<file path="config.mk">
export PLATFORM = sky130hd
export DESIGN_NAME = bitmap_fragment_rasterizer
export DESIGN_NICKNAME = d
export VERILOG_FILES = /design/src/inc/raster_pkg.sv /design/src/hw/bitmap_fragment_rasterizer.sv
export SDC_FILE = /design/constraint.sdc
export NUM_CORES = 1
export LEC_CHECK = 0
export BUFFER_PORTS_ARGS = -buffer_cell sky130_fd_sc_hd__clkbuf_2
export CAP_MARGIN = 20
export CELL_PAD_IN_SITES_DETAIL_PLACEMENT = 0
export CELL_PAD_IN_SITES_GLOBAL_PLACEMENT = 1
export CORE_MARGIN = 2
export CORE_UTILIZATION = 48
export CTS_BUF_LIST = sky130_fd_sc_hd__clkbuf_4 sky130_fd_sc_hd__clkbuf_8
export DETAILED_ROUTE_END_ITERATION = 12
export PLACE_DENSITY_LB_ADDON = 0.1
export SYNTH_ARGS = -nofsm -noshare
export SYNTH_HDL_FRONTEND = slang
export SYNTH_SLANG_ARGS = --single-unit
</file>
<file path="constraint.sdc">
create_clock -name clk -period 12.4 [get_ports clk]
set_clock_uncertainty 0.2 [all_clocks]
set_input_delay 1.24 -clock clk [delete_from_list [all_inputs] [get_ports clk]]
set_output_delay 1.24 -clock clk [all_outputs]
set_load 0.02 [all_outputs]
</file>
<file path="src/inc/raster_pkg.sv">
`default_nettype none

package raster_pkg;

    // ------------------------------------------------------------
    // Widths and fixed-point format
    // ------------------------------------------------------------
    localparam int FRAC_BITS = 8;
    localparam int POS_W = 24;
    localparam int COORD_W = 16;
    localparam int DIM_W = 8;
    localparam int ATTR_W = 64;
    localparam int SAMPLES = 4;
    localparam int SBUF_W = 4;
    localparam int FIFO_DEPTH = 8;

    typedef logic signed [POS_W-1:0] pos_t;
    typedef logic signed [COORD_W-1:0] coord_t;
    typedef logic [DIM_W-1:0] dim_t;
    typedef logic [SAMPLES-1:0] cov_t;

    // ------------------------------------------------------------
    // Constants
    // ------------------------------------------------------------
    localparam pos_t PIXEL_ONE = 24'h00_0100;
    localparam logic [SBUF_W-1:0] SBUF_MULTI = 4'h1;
    localparam cov_t COV_FULL = 4'hF;
    localparam logic [7:0] SAMPLE_OFF_X [SAMPLES] = '{8'h60, 8'hE0, 8'h20, 8'hA0};
    localparam logic [7:0] SAMPLE_OFF_Y [SAMPLES] = '{8'h20, 8'h60, 8'hA0, 8'hE0};

    // ------------------------------------------------------------
    // Carriers
    // ------------------------------------------------------------
    typedef struct packed {
        dim_t w;
        dim_t h;
        pos_t x_origin;
        pos_t y_origin;
        pos_t x_inc;
        pos_t y_inc;
        logic ms_enable;
        logic [SBUF_W-1:0] sample_buffer_count;
    } bitmap_cmd_s;

    typedef struct packed {
        pos_t x;
        pos_t y;
        pos_t z;
        pos_t w;
        logic valid;
        logic [ATTR_W-1:0] assoc;
    } raster_pos_s;

    typedef struct packed {
        coord_t x;
        coord_t y;
        cov_t coverage;
        logic [ATTR_W-1:0] assoc;
    } fragment_s;

    typedef enum logic [1:0] {ST_IDLE, ST_SCAN, ST_MS_EMIT, ST_UPDATE} raster_state_e;

    typedef struct packed {
        raster_state_e state;
        raster_pos_s rp;
        bitmap_cmd_s cmd;
        dim_t col;
        dim_t row;
        logic ms;
        coord_t xll;
        coord_t yll;
        logic [1:0] quad;
        logic cmd_ready;
        logic frag_valid;
        fragment_s frag;
        logic done;
    } raster_s;

    localparam raster_s RASTER_RESET = '{state: ST_IDLE, cmd_ready: 1'b1, default: '0};

endpackage : raster_pkg

`default_nettype wire

</file>
<file path="src/hw/bitmap_fragment_rasterizer.sv">
`timescale 1ns/1ps
`default_nettype none

// ------------------------------------------------------------
// Bit FIFO
// ------------------------------------------------------------
module bit_fifo #(
    parameter int WIDTH = 1,
    parameter int DEPTH = 8
) (
    // Clock and reset
    input wire logic clk,
    input wire logic reset_n,
    // Fill side
    input wire logic in_valid,
    input wire logic [WIDTH-1:0] in_data,
    output logic in_ready,
    // Drain side
    output logic out_valid,
    output logic [WIDTH-1:0] out_data,
    input wire logic out_ready
);
    localparam int PTR_W = (DEPTH > 1) ? $clog2(DEPTH) : 1;
    localparam int CNT_W = $clog2(DEPTH + 1);
    localparam logic [PTR_W-1:0] PTR_LAST = PTR_W'(DEPTH - 1);
    localparam logic [CNT_W-1:0] CNT_FULL = CNT_W'(DEPTH);

    typedef struct packed {
        logic [PTR_W-1:0] wr_ptr;
        logic [PTR_W-1:0] rd_ptr;
        logic [CNT_W-1:0] count;
        logic not_full;
    } fifo_s;

    localparam fifo_s FIFO_RESET = '{not_full: 1'b1, default: '0};

    fifo_s r;
    fifo_s next_r;
    logic [WIDTH-1:0] mem [DEPTH];
    logic push;
    logic pop;

    assign push = in_valid && r.not_full;
    assign pop = out_valid && out_ready;
    assign in_ready = r.not_full;
    assign out_valid = (r.count != '0);
    assign out_data = mem[r.rd_ptr];

    always_comb begin
        next_r = r;
        if (push) begin
            next_r.wr_ptr = (r.wr_ptr == PTR_LAST) ? '0 : PTR_W'(r.wr_ptr + 1'b1);
        end
        if (pop) begin
            next_r.rd_ptr = (r.rd_ptr == PTR_LAST) ? '0 : PTR_W'(r.rd_ptr + 1'b1);
        end
        if (push && !pop) begin
            next_r.count = CNT_W'(r.count + 1'b1);
        end else if (pop && !push) begin
            next_r.count = CNT_W'(r.count - 1'b1);
        end
        next_r.not_full = (next_r.count != CNT_FULL);
    end

    always_ff @(posedge clk or negedge reset_n) begin
        if (!reset_n) begin
            r <= FIFO_RESET;
        end else begin
            r <= next_r;
        end
    end

    always_ff @(posedge clk) begin
        if (push) begin
            mem[r.wr_ptr] <= in_data;
        end
    end

endmodule : bit_fifo

// Contract
// - Invalid raster position: drop bitmap, keep position
// - Lower-left corner is floor of position minus origin
// - Fragment only where bitmap bit is one
// - All fragments carry raster position data
// - Add increments to position x and y
// - Position z and w stay unchanged
// - Multisample when enabled and one sample buffer
// - Multisample rectangles start at raster position
// - Multisample rectangle dropped for zero bit
// - Fragment per pixel with covered sample
// - Coverage one inside or bottom-left edge
// - Multisample sample data from raster position
// - Multisample advances position like single-sample
module bitmap_fragment_rasterizer (
    // Clock and reset
    input wire logic clk,
    input wire logic reset_n,
    // Raster position load
    input wire logic rp_load,
    input wire raster_pkg::raster_pos_s rp_in,
    // Bitmap command
    input wire logic cmd_valid,
    input wire raster_pkg::bitmap_cmd_s cmd,
    output logic cmd_ready,
    // Bitmap bit stream
    input wire logic bit_valid,
    input wire logic bit_data,
    output logic bit_ready,
    // Fragment stream
    output logic frag_valid,
    output raster_pkg::fragment_s frag,
    input wire logic frag_ready,
    // Status
    output raster_pkg::raster_pos_s raster_pos,
    output logic bitmap_done
);
    import raster_pkg::*;

    // ------------------------------------------------------------
    // Helpers
    // ------------------------------------------------------------
    function automatic coord_t to_pixel(input pos_t p);
        return p[FRAC_BITS +: COORD_W];
    endfunction : to_pixel

    function automatic pos_t dim_to_pos(input dim_t d);
        return pos_t'({d, {FRAC_BITS{1'b0}}});
    endfunction : dim_to_pos

    function automatic cov_t sample_cover(input pos_t rx, input pos_t ry,
                                          input coord_t px, input coord_t py);
        pos_t sx;
        pos_t sy;
        cov_t c;
        c = '0;
        for (int s = 0; s < SAMPLES; s++) begin
            sx = pos_t'({px, SAMPLE_OFF_X[s]});
            sy = pos_t'({py, SAMPLE_OFF_Y[s]});
            c[s] = (sx >= rx) && (sx < pos_t'(rx + PIXEL_ONE))
                && (sy >= ry) && (sy < pos_t'(ry + PIXEL_ONE));
        end
        return c;
    endfunction : sample_cover

    // ------------------------------------------------------------
    // Input buffering
    // ------------------------------------------------------------
    logic fifo_valid;
    logic fifo_data;
    logic fifo_pop;

    bit_fifo #(
        .WIDTH(1),
        .DEPTH(FIFO_DEPTH)
    ) u_bit_fifo (
        .clk(clk),
        .reset_n(reset_n),
        .in_valid(bit_valid),
        .in_data(bit_data),
        .in_ready(bit_ready),
        .out_valid(fifo_valid),
        .out_data(fifo_data),
        .out_ready(fifo_pop)
    );

    // ------------------------------------------------------------
    // Rasterizer state
    // ------------------------------------------------------------
    raster_s r;
    raster_s next_r;
    logic out_free;
    logic scan_last;
    logic cmd_take;
    logic ss_emit;
    coord_t ss_x;
    coord_t ss_y;
    pos_t ms_rx;
    pos_t ms_ry;
    coord_t ms_px;
    coord_t ms_py;
    cov_t ms_cov;

    assign out_free = !r.frag_valid || frag_ready;
    assign scan_last = (r.col == dim_t'(r.cmd.w - 1'b1)) && (r.row == dim_t'(r.cmd.h - 1'b1));
    assign cmd_take = (r.state == ST_IDLE) && cmd_valid && r.cmd_ready;
    assign ss_x = coord_t'(r.xll + coord_t'({8'h00, r.col}));
    assign ss_y = coord_t'(r.yll + coord_t'({8'h00, r.row}));
    assign ms_rx = pos_t'(r.rp.x + dim_to_pos(r.col));
    assign ms_ry = pos_t'(r.rp.y + dim_to_pos(r.row));
    assign ms_px = coord_t'(to_pixel(ms_rx) + coord_t'({15'h0000, r.quad[0]}));
    assign ms_py = coord_t'(to_pixel(ms_ry) + coord_t'({15'h0000, r.quad[1]}));
    assign ms_cov = sample_cover(ms_rx, ms_ry, ms_px, ms_py);
    assign ss_emit = (r.state == ST_SCAN) && fifo_valid && out_free && !r.ms
        && fifo_data && r.rp.valid;

    always_comb begin
        next_r = r;
        next_r.done = 1'b0;
        fifo_pop = 1'b0;
        if (r.frag_valid && frag_ready) begin
            next_r.frag_valid = 1'b0;
        end
        case (r.state)
            ST_IDLE: begin
                if (rp_load) begin
                    next_r.rp = rp_in;
                end
                if (cmd_take) begin
                    next_r.cmd = cmd;
                    next_r.ms = cmd.ms_enable && (cmd.sample_buffer_count == SBUF_MULTI);
                    next_r.col = '0;
                    next_r.row = '0;
                    next_r.quad = '0;
                    next_r.xll = to_pixel(pos_t'(r.rp.x - cmd.x_origin));
                    next_r.yll = to_pixel(pos_t'(r.rp.y - cmd.y_origin));
                    next_r.cmd_ready = 1'b0;
                    if (cmd.w == '0 || cmd.h == '0) begin
                        next_r.state = ST_UPDATE;
                    end else begin
                        next_r.state = ST_SCAN;
                    end
                end
            end
            ST_SCAN: begin
                if (fifo_valid && out_free) begin
                    if (r.ms && fifo_data && r.rp.valid) begin
                        next_r.quad = '0;
                        next_r.state = ST_MS_EMIT;
                    end else begin
                        fifo_pop = 1'b1;
                        if (ss_emit) begin
                            next_r.frag_valid = 1'b1;
                            next_r.frag.x = ss_x;
                            next_r.frag.y = ss_y;
                            next_r.frag.coverage = COV_FULL;
                            next_r.frag.assoc = r.rp.assoc;
                        end
                        if (scan_last) begin
                            next_r.state = ST_UPDATE;
                        end else if (r.col == dim_t'(r.cmd.w - 1'b1)) begin
                            next_r.col = '0;
                            next_r.row = dim_t'(r.row + 1'b1);
                        end else begin
                            next_r.col = dim_t'(r.col + 1'b1);
                        end
                    end
                end
            end
            ST_MS_EMIT: begin
                if (out_free) begin
                    if (ms_cov != '0) begin
                        next_r.frag_valid = 1'b1;
                        next_r.frag.x = ms_px;
                        next_r.frag.y = ms_py;
                        next_r.frag.coverage = ms_cov;
                        next_r.frag.assoc = r.rp.assoc;
                    end
                    next_r.quad = 2'(r.quad + 1'b1);
                    if (r.quad == 2'h3) begin
                        fifo_pop = 1'b1;
                        if (scan_last) begin
                            next_r.state = ST_UPDATE;
                        end else begin
                            next_r.state = ST_SCAN;
                            if (r.col == dim_t'(r.cmd.w - 1'b1)) begin
                                next_r.col = '0;
                                next_r.row = dim_t'(r.row + 1'b1);
                            end else begin
                                next_r.col = dim_t'(r.col + 1'b1);
                            end
                        end
                    end
                end
            end
            ST_UPDATE: begin
                if (r.rp.valid) begin
                    next_r.rp.x = pos_t'(r.rp.x + r.cmd.x_inc);
                    next_r.rp.y = pos_t'(r.rp.y + r.cmd.y_inc);
                end
                next_r.done = 1'b1;
                next_r.cmd_ready = 1'b1;
                next_r.state = ST_IDLE;
            end
            default: begin
                next_r = RASTER_RESET;
            end
        endcase
    end

    always_ff @(posedge clk or negedge reset_n) begin
        if (!reset_n) begin
            r <= RASTER_RESET;
        end else begin
            r <= next_r;
        end
    end

    // ------------------------------------------------------------
    // Outputs
    // ------------------------------------------------------------
    assign cmd_ready = r.cmd_ready;
    assign frag_valid = r.frag_valid;
    assign frag = r.frag;
    assign raster_pos = r.rp;
    assign bitmap_done = r.done;
endmodule : bitmap_fragment_rasterizer

`default_nettype wire

</file>
==> results of run 1 <==
routing by layer:
metal  GRT usage  wire [µm]  vias to the layer above
li1            -          -                    10500
met2       0.460      40200                      488
met4      0.0811       2190                        0
met1       0.328      33500                    10700
met3      0.0399       3270                      126
met5           0          0                        -
power groups by stage:
stage	Combinational [µW]	Sequential [µW]	Clock [µW]
5_1_grt	5130	2480	1410
3_5_place_dp	4640	2430	0
3_3_place_gp	4550	2410	0
6_report	4650	2410	1310
4_1_cts	4660	2410	1360
2_1_floorplan	3930	2200	0
worst reg2reg max path, cell delays in order, from the launching register on:
cell and delay (ns):
dfrtp_1 0.50, ha_1 0.26, inv_1 0.06, fa_1 0.43
xnor2_2 0.34, clkinv_1 0.30, nor2_1 0.27, nand4_1 0.32
or3_1 0.48, or4_1 0.50, nor3_1 0.25, xor2_1 0.23
inv_1 0.07, ha_1 0.35, nand4_1 0.13, nor2_1 0.16
inv_1 0.06, nor4_1 0.59, a21oi_1 0.22, xnor2_1 0.19
a2111o_1 0.42, o32ai_2 0.18, a22oi_2 0.15, nand2_8 0.69
mux2_2 0.56
cell families after synthesis:
family | after synthesis | share of synthesized area
AOI/OAI and AO/OA | 532 | 0.130
xor gates and xnor gates | 197 | 0.0638
adders and majority gates | 195 | 0.0897
buffers and inverters | 563 | 0.114
DFF | 400 | 0.363
muxes | 293 | 0.117
and+or+nand+nor | 711 | 0.124
area by class of cell:
class | instances | area [µm²] | area share
clock inverters | 18 | 148 | 0.00479
inverters | 210 | 788 | 0.0256
diodes | 7 | 17.5 | 0.000569
flip-flops and latches | 400 | 10100 | 0.326
clock buffers | 111 | 1390 | 0.0451
repair buffers | 565 | 2900 | 0.0942
well taps | 765 | 957 | 0.0311
multi-input cells | 1928 | 14500 | 0.472
registers in the layout (all words and copies together), names as in the netlist:
register / count
raster_pos: 161
r: 117
frag: 100
u_bit_fifo.r: 10
u_bit_fifo.mem: 8
bitmap_done: 1
cmd_ready: 1
frag_valid: 1
u_bit_fifo.in_ready: 1
placed cells by master (no fill, tap or decap), types with 84 or more instances in the layout:
master | synthesis | layout
clkbuf_2 | 1 | 548
dfrtp_1 | 390 | 390
nand2_1 | 253 | 252
mux2_2 | 211 | 211
inv_1 | 207 | 207
ha_1 | 189 | 187
o21ai_0 | 134 | 134
nor2_1 | 128 | 128
xnor2_1 | 109 | 109
a21oi_1 | 98 | 98
clkbuf_8 | 0 | 89
xor2_1 | 84 | 84
worst max path at each step:
stage / from / endpoint / slack [ns] / cells past startpoint
after global placement: r[138]$_DFFE_PN0P_ / frag[74]$_DFFE_PN0P_ / 4.83 / 24
after detailed placement: r[138]$_DFFE_PN0P_ / frag[91]$_DFFE_PN0P_ / 4.56 / 24
after global routing: r[138]$_DFFE_PN0P_ / frag[69]$_DFFE_PN0P_ / 3.78 / 24
after floorplan: r[138]$_DFFE_PN0P_ / frag[83]$_DFFE_PN0P_ / 6.02 / 25
final: r[138]$_DFFE_PN0P_ / frag[68]$_DFFE_PN0P_ / 4.37 / 24
after CTS: r[138]$_DFFE_PN0P_ / frag[68]$_DFFE_PN0P_ / 4.55 / 24
through the flow:
step,instances,hold slack [ns]
after global routing,4004,0.310
after detailed placement,3867,0.277
after floorplan,2891,0.250
after CTS,3996,0.291
final,4004,0.286
after global placement,3866,0.270
==> results.yml, run 1 <==
outcome:
  status: "complete, no violations"
finish:
  final_nets: 3660
  post-route-util: 0.537
  final_area_um2: 30800
  synthToLayoutAreaGrowth_pct: 11.2
  fillers: 5291
  drive_gt1_frac: 0.295
worst_setup_path:
  path_delay_family: "simple AND/OR/NAND/NOR gates"
  path_max_fanout: 100
  reg2reg_depth: 24
  r2r_start: "r[138]$_DFFE_PN0P_"
  crit_buf_inv: 4
  path_cells: "ha_1 > inv_1 > fa_1 > xnor2_2 > clkinv_1 > nor2_1 > nand4_1 > or3_1 > or4_1 > nor3_1 > xor2_1 > inv_1 > ha_1 > nand4_1 > nor2_1 > inv_1 > nor4_1 > a21oi_1 > xnor2_1 > a2111o_1 > o32ai_2 > a22oi_2 > nand2_8 > mux2_2"
  start_kind: "register"
  cp_common_cell: "inv_1"
  timing.rr.end: "frag[68]$_DFFE_PN0P_"
  cp.arrival_ns: 8.35
  crit_required_ns: 12.72
  crit_path_end_kind: "register"
  reg2reg_slack_ns: 4.37
  critical_path.slowest_cell: "nand2_8"
  critical-path-max-stage-delay_ns: 0.69
  critical_path_class: "register to register"
power_and_ir_drop:
  p_comb_frac: 0.555
  p_int_uw: 4480
  power.density_nw_per_um2: 272
  clockPowerShare: 0.157
  p_leak_uw: 0.0150
  ir_worst_vdd_v: 0.000181
  power_uw: 8370
  power_switching_share: 0.465
  pwr-share-seq: 0.287
  switching_power_uw: 3890
grt:
  antenna_found_initial: 7
  grt_max_degree: 164
  grt_util_all_layers: 0.261
  grt_first_pass_wirelength_mm: 122
  grt-ovfl-total: 0
  grt_pass1_vias: 21600
place:
  place_congestion: 0.910
  hpwl_mm: 60.1
  io_buffers: 549
  dp_slack_ns: 4.56
  post_dp_cell_area_um2: 29200
min_path:
  min_path_cells: 1
  hold_class: "register to register"
  holdPathEnd: "frag[67]$_DFFE_PN0P_"
  min_from: "frag[67]$_DFFE_PN0P_"
clocking:
  clk_pin_slew_ns: 0.05
  cts.path.max_buffers: 3
  cts_made_buffers: 75
  cts_tree: "yes"
  cts_max_level: 3
  cts_resized: 0
  postCtsSetupBuffers: 0
  cts-root-buf: "clkbuf_8"
  holdBufCountCts: 0
  clk_latency_ns: 0.67
  cts.sinks: 400
logic_synthesis:
  synth.cell_area_um2: 27700
  synthTopCellsByArea: "dfrtp_1 (35%), mux2_2 (8.6%), ha_1 (8.5%), buf_4 (7.2%), xnor2_1 (3.4%)"
  syn_avg_cell_area_um2: 9.58
  synth_cells: 2891
  post-synth-top-count-cell: "dfrtp_1"
  synth_common_cells: "dfrtp_1 (390), buf_4 (265), nand2_1 (253)"
  ys.flop_type: "dfrtp_1"
  synth_nets: 3371
  ys_warn_count: 0
  yosys.area.top_type: "dfrtp_1"
  ys_ff_latch: 400
  synthArstFlopShare: 0.980
  ys_types: 96
  seq_area_frac_synth: 0.363
  synth-edff-count: 8
  synth_top_area_share: 0.352
timing:
  worstMarginPinSlew_ns: 1.03
  fmax_ghz: 0.125
  min_period_over_period: 0.648
  hold_viol: 0
  fin_ws_ns: 4.37
  rsz0062_at_grt: "false"
  slew_headroom: 0.312
  setup-tns-final_ns: 0
  maxSlewViolCount: 0
  min_period_ns: 8.03
  setup_viol: 0
die:
  die_area_um2: 59600
  die_h_um: 244
  initial_core_util: 0.483
  io_pins: 550
  die_x_um: 244
  coreArea_um2: 57400
  rows: 88
flow_run:
  max_cap_viol_count: 0
drt:
  dr_total_vias: 21800
  wl_per_cell_um: 19.8
  vias_per_cell: 5.45
  ant_nets: 0
  routed_wl_mm: 79.1
  initialDrtViolationCount: 1282
  dr.pass1.iters: 5
  drc: 0
(Power assumes the default switching activity.)
==> run 2: changes to the inputs <==
--- a/config.mk
+++ b/config.mk
@@ -10,7 +10,7 @@
 export CELL_PAD_IN_SITES_DETAIL_PLACEMENT = 0
 export CELL_PAD_IN_SITES_GLOBAL_PLACEMENT = 1
 export CORE_MARGIN = 2
-export CORE_UTILIZATION = 48
+export CORE_UTILIZATION = 40
 export CTS_BUF_LIST = sky130_fd_sc_hd__clkbuf_4 sky130_fd_sc_hd__clkbuf_8
 export DETAILED_ROUTE_END_ITERATION = 12
 export PLACE_DENSITY_LB_ADDON = 0.1
==> constraint.sdc (replaced) <==
create_clock -name clk -period 6.5 [get_ports clk]
set_clock_uncertainty 0.2 [all_clocks]
set_input_delay 0.65 -clock clk [delete_from_list [all_inputs] [get_ports clk]]
set_output_delay 0.65 -clock clk [all_outputs]
set_load 0.02 [all_outputs]
==> results.yml, run 2 (synthesized netlist as in run 1, its figures left out) <==
clocking:
  cts.path.max_buffers: 3
  clk_latency_ns: 0.69
  cts_made_buffers: 79
  cts_tree: "yes"
  cts.sinks: 400
  clk_pin_slew_ns: 0.06
  cts_max_level: 3
  cts-root-buf: "clkbuf_8"
grt:
  grt_first_pass_wirelength_mm: 133
  grt_pass1_vias: 23600
  grt_util_all_layers: 0.240
  grt-ovfl-total: 0
  antenna_found_initial: 5
  grt_max_degree: 171
timing:
  setup-tns-final_ns: 0
  min_period_ns: 6.28
  maxSlewViolCount: 0
  worstMarginPinSlew_ns: 1.10
  fin_ws_ns: 0.221
  min_period_over_period: 0.966
  hold_viol: 0
  fmax_ghz: 0.159
  slew_headroom: 0.266
  setup_viol: 0
min_path:
  hold_class: "primary input to register"
die:
  io_pins: 550
  rows: 96
  die_area_um2: 71400
  initial_core_util: 0.404
  die_h_um: 267
  die_x_um: 267
  coreArea_um2: 68600
power_and_ir_drop:
  power_switching_share: 0.457
  ir_worst_vdd_v: 0.000262
  p_int_uw: 9270
  p_comb_frac: 0.568
  p_leak_uw: 0.0165
  power.density_nw_per_um2: 499
  clockPowerShare: 0.168
  pwr-share-seq: 0.263
  switching_power_uw: 7810
place:
  io_buffers: 549
  place_inst: 4117
  place_congestion: 0.877
  dp_slack_ns: -0.201
  hpwl_mm: 65.6
finish:
  largest_register_ffs: 161
  final_nets: 3941
  fillers: 6488
  most-common-layout-cells: "clkbuf_2 (548), dfrtp_1 (390), nand2_1 (252), mux2_2 (211), inv_1 (207)"
  layout.cells.non_filler: 4460
  post-route-util: 0.499
  synthToLayoutAreaGrowth_pct: 23.5
  final_common_cell: "clkbuf_2"
  drive_gt1_frac: 0.313
drt:
  wl_per_cell_um: 19.6
  drc: 0
  initialDrtViolationCount: 1241
  ant_nets: 0
  vias_per_cell: 5.15
  dr_total_vias: 23000
  dr.pass1.iters: 5
  routed_wl_mm: 87.5
worst_setup_path:
  critical_path_class: "register to register"
  crit_required_ns: 6.84
  cp.arrival_ns: 6.62
  reg2reg_slack_ns: 0.22
  path_max_fanout: 11
  start_kind: "register"
  crit_path_end_kind: "register"
outcome:
  status: "complete, no violations"
flow_run:
  max_cap_viol_count: 0
## run 2: changes by cell type in the layout (fill, tap and decap cells not counted), moves of 7 or more
cell	before	now
nor3_2	1	8
buf_12	1	9
dlygate4sd3_1	0	176
nor3_1	65	58
clkbuf_8	89	99
buf_4	13	98
## run 2: final timing paths
check | startpoint | to | cells past startpoint
min in group asynchronous | reset_n | r[200]$_DFFE_PN0P_ | 2
max in group asynchronous | reset_n | raster_pos[52]$_DFFE_PN0P_ | 3
hold / removal | cmd[11] | r[165]$_DFFE_PN0P_ | 2
hold reg to reg | frag[73]$_DFFE_PN0P_ | frag[73]$_DFFE_PN0P_ | 1
setup / recovery | r[151]$_DFFE_PN0P_ | frag[64]$_DFFE_PN0P_ | 22
setup reg to reg | r[151]$_DFFE_PN0P_ | frag[64]$_DFFE_PN0P_ | 22
## run 2: power by group through the flow
stage	logic, µW	clock network (µW)	registers (µW)
finish	9710	2880	4490
global route	10700	3090	4640
CTS	9560	2980	4500
detailed placement	9390	0	4530
global placement	9280	0	4510
floorplan	7500	0	4190
## run 2: area by class of cell
type	count	area, µm²	share of cell area
Antenna cell	7	17.5	0.000512
Timing Repair Buffer	842	5650	0.165
Clock buffer	120	1520	0.0444
Clock inverter	22	259	0.00757
Sequential cell	400	10100	0.294
Multi-Input combinational cell	1928	14700	0.431
Inverter	210	788	0.0230
Tap cell	931	1160	0.0341
## run 2: routing by layer
metal,vias to the layer above,part of all wire,track usage
met3,180,0.038,0.0348
met2,516,0.51,0.425
li1,11000,-,-
met1,11300,0.41,0.284
met5,-,0,0
met4,0,0.044,0.115
## run 2: worst max-delay path: stages, from the launching register on
cell,delay [ns]
dfrtp_1,0.43
ha_1,0.30
or4_4,0.59
o21bai_2,0.30
nand4_1,0.17
xor2_1,0.68
or3_1,0.26
nor2_1,0.06
ha_1,0.29
inv_1,0.08
ha_1,0.30
and4_4,0.25
nand3_1,0.11
nor3_1,0.20
buf_4,0.17
or4bb_1,0.42
nand3b_1,0.16
o32ai_4,0.12
a22oi_2,0.25
nand2_8,0.12
buf_12,0.15
clkbuf_16,0.17
mux2_1,0.31
## run 2: through the flow
step                total power [µW]  hold slack [ns]  cell area [µm²]
finish                         17100           0.0490            34200
floorplan                      11700            0.154            27700
detailed placement             13900            0.278            30200
global placement               13800            0.275            30200
CTS                            17000          0.00445            33800
global route                   18400           0.0281            34200
## run 2: timing repair
action | 4_1_cts | 5_1_grt
resized for setup | 8 | 39
setup endpoints to repair | 91 | 101
hold buffers | 176 | 0
setup buffers | 1 | 12
pin swaps | 2 | 19
hold endpoints to repair | 258 | 0
gates cloned | 0 | 4
